## config.mk

```make
export PLATFORM = sky130hd
export DESIGN_NAME = ulpi_phy_event_status_regs
export DESIGN_NICKNAME = d
export VERILOG_FILES = /design/src/verilog/ulpi_evt_pkg.sv /design/src/verilog/sync_two_ff.sv /design/src/verilog/rw_set_clr_reg.sv /design/src/verilog/ulpi_phy_event_status_regs.sv
export VERILOG_INCLUDE_DIRS = /design/src /design/src/verilog
export SDC_FILE = /design/constraint.sdc
export NUM_CORES = 1
export LEC_CHECK = 0
export ABC_CLOCK_PERIOD_IN_PS = 1300
export BUFFER_PORTS_ARGS = -buffer_cell sky130_fd_sc_hd__buf_2
export CAP_MARGIN = 10
export CORE_MARGIN = 4
export CORE_UTILIZATION = 45
export DETAILED_ROUTE_END_ITERATION = 10
export PLACE_DENSITY = 0.66
export RECOVER_POWER = 25
export SLEW_MARGIN = 10
export SYNTH_ARGS = -nofsm -noshare
export SYNTH_HDL_FRONTEND = slang
export SYNTH_SLANG_ARGS = --single-unit
```

## constraint.sdc

```tcl
create_clock -name sys_clk_i -period 1.3 [get_ports sys_clk_i]
set_input_delay 0.065 -clock sys_clk_i [delete_from_list [all_inputs] [get_ports sys_clk_i]]
set_output_delay 0.065 -clock sys_clk_i [all_outputs]
set_load 0.01 [all_outputs]
```

## src/verilog/ulpi_evt_map.svh

```systemverilog
`ifndef ULPI_EVT_MAP_SVH
`define ULPI_EVT_MAP_SVH
`define ADDR_RISE_EN_WR 8'h0d
`define ADDR_RISE_EN_SET 8'h0e
`define ADDR_RISE_EN_CLR 8'h0f
`define ADDR_FALL_EN_WR 8'h10
`define ADDR_FALL_EN_SET 8'h11
`define ADDR_FALL_EN_CLR 8'h12
`define ADDR_LEVEL 8'h13
`define ADDR_LATCH 8'h14
`define ADDR_DEBUG 8'h15
`define ADDR_SCRATCH_WR 8'h16
`define ADDR_SCRATCH_SET 8'h17
`define ADDR_SCRATCH_CLR 8'h18
`define ADDR_UNIMP_LO 8'h19
`define ADDR_UNIMP_HI 8'h2e
`define ADDR_EXT_ESCAPE 8'h2f
`define ADDR_IMM_LAST 8'h3f
`define EVT_WIDTH 5
`define EN_RESET 5'h1f
`define LATCH_RESET 5'h00
`define SCRATCH_RESET 8'h00
`define BYTE_ZERO 8'h00
`endif

```

## src/verilog/ulpi_evt_pkg.sv

```systemverilog
package ulpi_evt_pkg;
  typedef enum logic [1:0] {
    OP_WRITE,
    OP_SET,
    OP_CLEAR
  } reg_op_t;
  typedef struct packed {
    logic id_grounded;
    logic session_ended;
    logic session_ok;
    logic bus_power_ok;
    logic host_unplug_detect;
  } evt_src_t;
  typedef struct packed {
    logic line_condition_hi;
    logic line_condition_lo;
  } line_cond_t;
endpackage : ulpi_evt_pkg

```

## src/verilog/sync_two_ff.sv

```systemverilog
`timescale 1ns/1ps
module sync_two_ff #(
  parameter int WIDTH = 1
) (
  // Clock and reset
  input wire logic sys_clk_i,
  input wire logic rst_n_i,
  // Data
  input wire logic [WIDTH-1:0] async_i,
  output logic [WIDTH-1:0] sync_o
);
  logic [WIDTH-1:0] meta;
  always_ff @(posedge sys_clk_i or negedge rst_n_i) begin
    if (!rst_n_i) begin
      meta <= '0;
      sync_o <= '0;
    end else begin
      meta <= async_i;
      sync_o <= meta;
    end
  end
endmodule : sync_two_ff

```

## src/verilog/rw_set_clr_reg.sv

```systemverilog
`timescale 1ns/1ps
module rw_set_clr_reg #(
  parameter int WIDTH = 8,
  parameter logic [WIDTH-1:0] RESET_VALUE = '0
) (
  // Clock and reset
  input wire logic sys_clk_i,
  input wire logic rst_n_i,
  // Access
  input wire logic wr_i,
  input wire logic set_i,
  input wire logic clr_i,
  input wire logic [WIDTH-1:0] data_i,
  output logic [WIDTH-1:0] value_o
);
  wire [WIDTH-1:0] next_value = wr_i ? data_i :
                                set_i ? (value_o | data_i) :
                                clr_i ? (value_o & ~data_i) : value_o;
  always_ff @(posedge sys_clk_i or negedge rst_n_i) begin
    if (!rst_n_i) begin
      value_o <= RESET_VALUE;
    end else begin
      value_o <= next_value;
    end
  end
endmodule : rw_set_clr_reg

```

## src/verilog/ulpi_phy_event_status_regs.sv

```systemverilog
// Summary of operation
// RL1 - A one-to-zero source change with falling enable raises interrupt and RXCMD.
// RL2 - Falling enables reset to ones in bits 4..0; bits 7..5 reset zero.
// RL3 - Falling enables: write 10h, set 11h, clear 12h, read 10h-12h.
// RL4 - Falling enable bits 4..0 gate ID, session end, session ok, power, unplug.
// RL5 - Level register at 13h returns present unlatched source values.
// RL6 - Level bits 4..0 follow ID, session end, session ok, power, unplug.
// RL7 - Latch register at 14h sets a bit on each unmasked source change.
// RL8 - All latch bits clear on a latch read or on low-power entry; the code keeps bits set by an event in that same cycle.
// RL9 - Link may skip latch reads; RXCMDs carry the same information.
// RL10 - Debug register at 15h shows two line condition bits, rest zero.
// RL11 - Scratch byte resets 00h; write 16h, set 17h, clear 18h, no effect.
// RL12 - Addresses 19h to 2Eh unimplemented; accesses change nothing.
// RL13 - Address 2Fh holds no data and escapes to extended set.
// RL14 - Rising enables at 0Dh/0Eh/0Fh gate zero-to-one changes, reset all on.
// RL15 - Extended 00h-3Fh map to immediate registers; 40h-FFh unimplemented.
// RL16 - Set address ORs written byte; clear address clears bits written one.
// RL17 - Only enabled rising or falling changes set latches or send RXCMDs.
`timescale 1ns/1ps
`include "ulpi_evt_map.svh"
module ulpi_phy_event_status_regs #(
  parameter int EVT_W = `EVT_WIDTH
) (
  // Clock and reset
  input wire logic sys_clk_i,
  input wire logic rst_n_i,
  // Register access from the ULPI command decoder
  input wire logic reg_wr_i,
  input wire logic reg_rd_i,
  input wire logic ext_i,
  input wire logic [7:0] reg_addr_i,
  input wire logic [7:0] reg_wdata_i,
  output logic [7:0] reg_rdata_o,
  output logic ext_escape_o,
  // Analog sources and line state
  input wire ulpi_evt_pkg::evt_src_t evt_src_i,
  input wire ulpi_evt_pkg::line_cond_t line_cond_i,
  input wire logic low_power_enter_i,
  // Event reporting
  output logic event_irq_o,
  output logic rxcmd_req_o,
  output ulpi_evt_pkg::evt_src_t rxcmd_level_o
);
  // Comparators are asynchronous to the PHY clock
  logic [EVT_W-1:0] src_sync;
  logic [1:0] line_sync;
  logic [EVT_W-1:0] src_prev;
  logic [EVT_W-1:0] latch;
  logic [EVT_W-1:0] rise_en;
  logic [EVT_W-1:0] fall_en;
  logic [7:0] scratch;

  sync_two_ff #(.WIDTH(EVT_W)) u_src_sync (
    .sys_clk_i(sys_clk_i),
    .rst_n_i(rst_n_i),
    .async_i(evt_src_i),
    .sync_o(src_sync)
  );
  sync_two_ff #(.WIDTH(2)) u_line_sync (
    .sys_clk_i(sys_clk_i),
    .rst_n_i(rst_n_i),
    .async_i(line_cond_i),
    .sync_o(line_sync)
  );

  function automatic logic addr_is(input logic [7:0] a, input logic [7:0] ref_a);
    addr_is = (a == ref_a);
  endfunction : addr_is

  // Extended space above 3Fh ignores writes and reads zero [RL15]
  wire addr_ok = !ext_i || (reg_addr_i <= `ADDR_IMM_LAST);
  wire wr = reg_wr_i && addr_ok;
  wire rd = reg_rd_i && addr_ok;
  // 2Fh only flags the escape; stores nothing [RL13]
  assign ext_escape_o = reg_wr_i && !ext_i && addr_is(reg_addr_i, `ADDR_EXT_ESCAPE);

  // Set ORs, clear masks with written ones [RL16]
  wire rw_wr = wr && addr_is(reg_addr_i, `ADDR_RISE_EN_WR);
  wire rs_wr = wr && addr_is(reg_addr_i, `ADDR_RISE_EN_SET);
  wire rc_wr = wr && addr_is(reg_addr_i, `ADDR_RISE_EN_CLR);
  wire fw_wr = wr && addr_is(reg_addr_i, `ADDR_FALL_EN_WR); // [RL3]
  wire fs_wr = wr && addr_is(reg_addr_i, `ADDR_FALL_EN_SET); // [RL3]
  wire fc_wr = wr && addr_is(reg_addr_i, `ADDR_FALL_EN_CLR); // [RL3]
  wire sw_wr = wr && addr_is(reg_addr_i, `ADDR_SCRATCH_WR); // [RL11]
  wire ss_wr = wr && addr_is(reg_addr_i, `ADDR_SCRATCH_SET); // [RL11]
  wire sc_wr = wr && addr_is(reg_addr_i, `ADDR_SCRATCH_CLR); // [RL11]

  // Upper bits of enables are stored too, so reserved bits read back
  logic [7:0] rise_reg;
  logic [7:0] fall_reg;
  rw_set_clr_reg #(.WIDTH(8), .RESET_VALUE({3'h0, `EN_RESET})) u_rise_en (
    .sys_clk_i(sys_clk_i),
    .rst_n_i(rst_n_i),
    .wr_i(rw_wr),
    .set_i(rs_wr),
    .clr_i(rc_wr),
    .data_i(reg_wdata_i),
    .value_o(rise_reg)
  ); // [RL14]
  rw_set_clr_reg #(.WIDTH(8), .RESET_VALUE({3'h0, `EN_RESET})) u_fall_en (
    .sys_clk_i(sys_clk_i),
    .rst_n_i(rst_n_i),
    .wr_i(fw_wr),
    .set_i(fs_wr),
    .clr_i(fc_wr),
    .data_i(reg_wdata_i),
    .value_o(fall_reg)
  ); // [RL2]
  rw_set_clr_reg #(.WIDTH(8), .RESET_VALUE(`SCRATCH_RESET)) u_scratch (
    .sys_clk_i(sys_clk_i),
    .rst_n_i(rst_n_i),
    .wr_i(sw_wr),
    .set_i(ss_wr),
    .clr_i(sc_wr),
    .data_i(reg_wdata_i),
    .value_o(scratch)
  ); // [RL11]
  assign rise_en = rise_reg[EVT_W-1:0];
  assign fall_en = fall_reg[EVT_W-1:0];

  // Bit order id, session_ended, sess ok, power, unplug [RL4]
  wire [EVT_W-1:0] rose = src_sync & ~src_prev;
  wire [EVT_W-1:0] fell = ~src_sync & src_prev;
  wire [EVT_W-1:0] hit = (rose & rise_en) | (fell & fall_en); // [RL1] [RL17]

  wire latch_rd = rd && addr_is(reg_addr_i, `ADDR_LATCH);
  // Event in the read cycle survives so it is not lost
  wire [EVT_W-1:0] next_latch = (latch_rd || low_power_enter_i) ? hit : (latch | hit); // [RL8]

  always_ff @(posedge sys_clk_i or negedge rst_n_i) begin
    if (!rst_n_i) begin
      src_prev <= '0;
      latch <= `LATCH_RESET;
      event_irq_o <= 1'b0;
      rxcmd_req_o <= 1'b0;
      rxcmd_level_o <= '0;
    end else begin
      src_prev <= src_sync;
      latch <= next_latch; // [RL7]
      event_irq_o <= |hit; // [RL1]
      rxcmd_req_o <= |hit; // [RL1]
      rxcmd_level_o <= src_sync;
    end
  end

  // Read mux; unimplemented and escape addresses read zero [RL12]
  wire in_rise = (reg_addr_i >= `ADDR_RISE_EN_WR) && (reg_addr_i <= `ADDR_RISE_EN_CLR);
  wire in_fall = (reg_addr_i >= `ADDR_FALL_EN_WR) && (reg_addr_i <= `ADDR_FALL_EN_CLR);
  wire in_scr = (reg_addr_i >= `ADDR_SCRATCH_WR) && (reg_addr_i <= `ADDR_SCRATCH_CLR);
  logic [7:0] next_rdata;
  always_comb begin
    next_rdata = `BYTE_ZERO;
    if (!reg_rd_i) begin
      next_rdata = reg_rdata_o;
    end else if (!addr_ok) begin
      next_rdata = `BYTE_ZERO; // [RL15]
    end else if (in_rise) begin
      next_rdata = rise_reg;
    end else if (in_fall) begin
      next_rdata = fall_reg; // [RL3]
    end else if (addr_is(reg_addr_i, `ADDR_LEVEL)) begin
      next_rdata = {3'h0, src_sync}; // [RL5] [RL6]
    end else if (addr_is(reg_addr_i, `ADDR_LATCH)) begin
      next_rdata = {3'h0, latch};
    end else if (addr_is(reg_addr_i, `ADDR_DEBUG)) begin
      next_rdata = {6'h00, line_sync}; // [RL10]
    end else if (in_scr) begin
      next_rdata = scratch;
    end
  end

  always_ff @(posedge sys_clk_i or negedge rst_n_i) begin
    if (!rst_n_i) begin
      reg_rdata_o <= `BYTE_ZERO;
    end else begin
      reg_rdata_o <= next_rdata;
    end
  end
endmodule : ulpi_phy_event_status_regs

```

==> flow_summary.toml <==
[worst_hold_path]
worstHoldPathType = "primary input to register"
min_path_cells = 3

[detailed_routing]
drtIter0Drc = 173
via_per_inst = 5.76
detail-route-antenna-nets = 0
first_pass_iters = 5
wirelength_mm = 7.68
vias = 2459
drc = 0
detail_route.wl_per_cell_um = 18.0

[global_route]
antenna_found_initial = 0
grt_overflow = 0
grt_pass1_vias = 2489
grt_usage = 0.227
grt_max_degree = 23
grt_pass1_wl_mm = 12.7

[cells_and_area]
final_util = 0.624
regArea_mm2 = 0.00144
fillers = 485
antennaDiodeCount = 0
fin_cells = 427
nets = 376
layout-drive-gt1-share = 0.330
multi_input_area_mm2 = 0.00122
synthToLayoutAreaGrowth_pct = 35.2

[run_status]
status = "finished clean"

[clock_network]
cts_tree = "built"
cts_resized = 0
cts_setup_buffers = 0
cts-root-buf = "clkbuf_8"
clockBufferDepth = 2
cts_inserted_buffers = 9
clock_latency_ps = 340
clkTransAtPathRegs_ps = 70
h-tree-depth = 3
clock_sinks = 57
cts_hold_buf = 16

[synth]
syn-num-nets = 284
ys_async_sr_fraction = 1.00
syn_inst = 255
ys_seq_area_frac = 0.527
synth_cell_types = 42
synth_edf_count = 0
synth_warnings = 0
synth-seq-cells = 57
synth_area_mm2 = 0.00273
ys.flop_type = "dfrtp_1"
synth.avg_cell_area_um2 = 10.7

[sta]
worst_slack_ps = 104
fin_crit_sh = 0.920
finalSetupViolations = 0
slew_viol_final = 0
hold_viol = 0
skew_ps = 11.3
worst_pin_slew_ps = 510
min_period_ps = 1200
slew_headroom = 0.655
fmax_ghz = 0.836
rsz0062_at_grt = "no"

[place]
gp_congestion = 0.831
port_buffers = 44
place_ws_ps = -162
place_inst = 395
hpwl_mm = 5.47

[worst_setup_path]
end_kind = "register"
cp.required_ps = 1580
rrSetupSlack_ps = 100
arrival_ps = 1470
crit_fanout = 4
r2r_cells = 4
cp-start-kind = "register"
worst-setup-path-type = "register to register"

[floorplanning]
die_x_um = 85.9
coreArea_mm2 = 0.00592
dieArea_mm2 = 0.00738
num_io_pins = 45
fp.dieH_um = 85.9
initial_utilization = 0.461
rows = 28

[power]
p_per_area_mw_per_mm2 = 1250
power.leakage_nw = 1.59
vdd_drop_max_v = 0.000887
power_mw = 4.61

[job]
maxCapViolations = 0
## cells by family (layout without fill, tap and decap cells)
logic type | Yosys count | in the layout | synth area share
AO/OA/AOI/OAI | 88 | 88 | 0.220
buffers and inverters | 22 | 119 | 0.0321
flip-flops | 57 | 57 | 0.527
multiplexers | 7 | 7 | 0.0289
AND/OR/NAND/NOR | 81 | 81 | 0.192
## final cells by class
cell class                      count  area share
Clock buffer                       12      0.0420
Clock inverter                      4      0.0268
Inverter                           10      0.0102
Multi-Input combinational cell    176       0.329
Sequential cell                    57       0.390
Tap cell                           75      0.0254
Timing Repair Buffer               93       0.177
## cells in the mapped netlist, types with 2 or more instances
library cell	number	share of area
dfrtp_1	47	0.43
o21ai_0	24	0.044
nand2_1	17	0.023
nand3_1	15	0.027
a21oi_1	13	0.024
nor3b_1	11	0.030
a22oi_1	10	0.027
dfstp_2	10	0.096
inv_1	10	0.014
clkbuf_1	9	0.012
nor2b_1	9	0.021
a221o_1	8	0.029
a31oi_1	8	0.018
mux2_2	7	0.029
a21o_1	5	0.014
a32oi_1	5	0.016
nand3b_1	5	0.014
a221oi_1	3	0.0096
a311o_1	3	0.011
and2_1	3	0.0069
nand4b_1	3	0.0096
nor2_1	3	0.0041
o2bb2ai_1	3	0.0096
a211o_1	2	0.0064
and3_1	2	0.0046
and3b_1	2	0.0064
nor3_1	2	0.0037
or2_2	2	0.0046
## placed cells by master (no fill, tap or decap), drive strengths merged, types with 2 or more instances in the layout
| cell type | synthesis | routed |
|---|---|---|
| or2 | 2 | 2 |
| and3 | 2 | 2 |
| nor4b | 2 | 2 |
| clkbuf | 9 | 12 |
| nand4b | 3 | 3 |
| a311o | 3 | 3 |
| a31oi | 8 | 8 |
| dfrtp | 47 | 47 |
| nor3 | 2 | 2 |
| o21ai | 25 | 25 |
| nor2b | 9 | 9 |
| and3b | 2 | 2 |
| and2 | 3 | 3 |
| a22oi | 10 | 10 |
| nor2 | 3 | 3 |
| bufinv | 0 | 3 |
| a221o | 8 | 8 |
| a211o | 2 | 2 |
| a21oi | 13 | 13 |
| dlygate4sd3 | 0 | 16 |
| a32oi | 5 | 5 |
| mux2 | 7 | 7 |
| inv | 10 | 10 |
| nand3 | 16 | 16 |
| o2bb2ai | 3 | 3 |
| buf | 3 | 77 |
| a21o | 5 | 5 |
| dfstp | 10 | 10 |
| a221oi | 3 | 3 |
| nand2 | 17 | 17 |
| nand3b | 5 | 5 |
| nor3b | 12 | 12 |
## stage by stage
stage                     TNS (ps)  cell area (um2)  hold slack (ps)
final                            0             3690              119
after global routing             0             3690              120
after detailed placement     -3740             3280             34.5
after global placement       -2530             3280             30.2
after floorplan              -1360             2750             -231
after CTS                        0             3690             98.2
## critical path: stages, from the launching register on
cell     delay (ps)
dfstp_2         560
nand2_1          50
o21ai_0         310
nor3_1          140
nand2_1          80
## where the power goes
part	total, mW	internal [mW]	switching, mW
sequential	1.99	1.91	0.0859
clock	2.10	1.38	0.717
combinational	0.519	0.246	0.273
## worst paths after layout
check	start	endpoint
setup / recovery	register	rxcmd_req_o
hold reg to reg	u_src_sync.meta[2]	u_src_sync.sync_o[2]
hold / removal	low_power_enter_i	latch[0]
setup reg to reg	register	rxcmd_req_o
min in group asynchronous	rst_n_i	reg_rdata_o[6]
max in group asynchronous	rst_n_i	asynchronous set/reset pin
## routing by layer
layer | track usage | part of all wire
met5 | 0 | 0
met3 | 0.0586 | 0.057
met2 | 0.352 | 0.46
met4 | 0.0791 | 0.016
met1 | 0.308 | 0.46
Note: power is estimated with default switching activity, not from simulation.
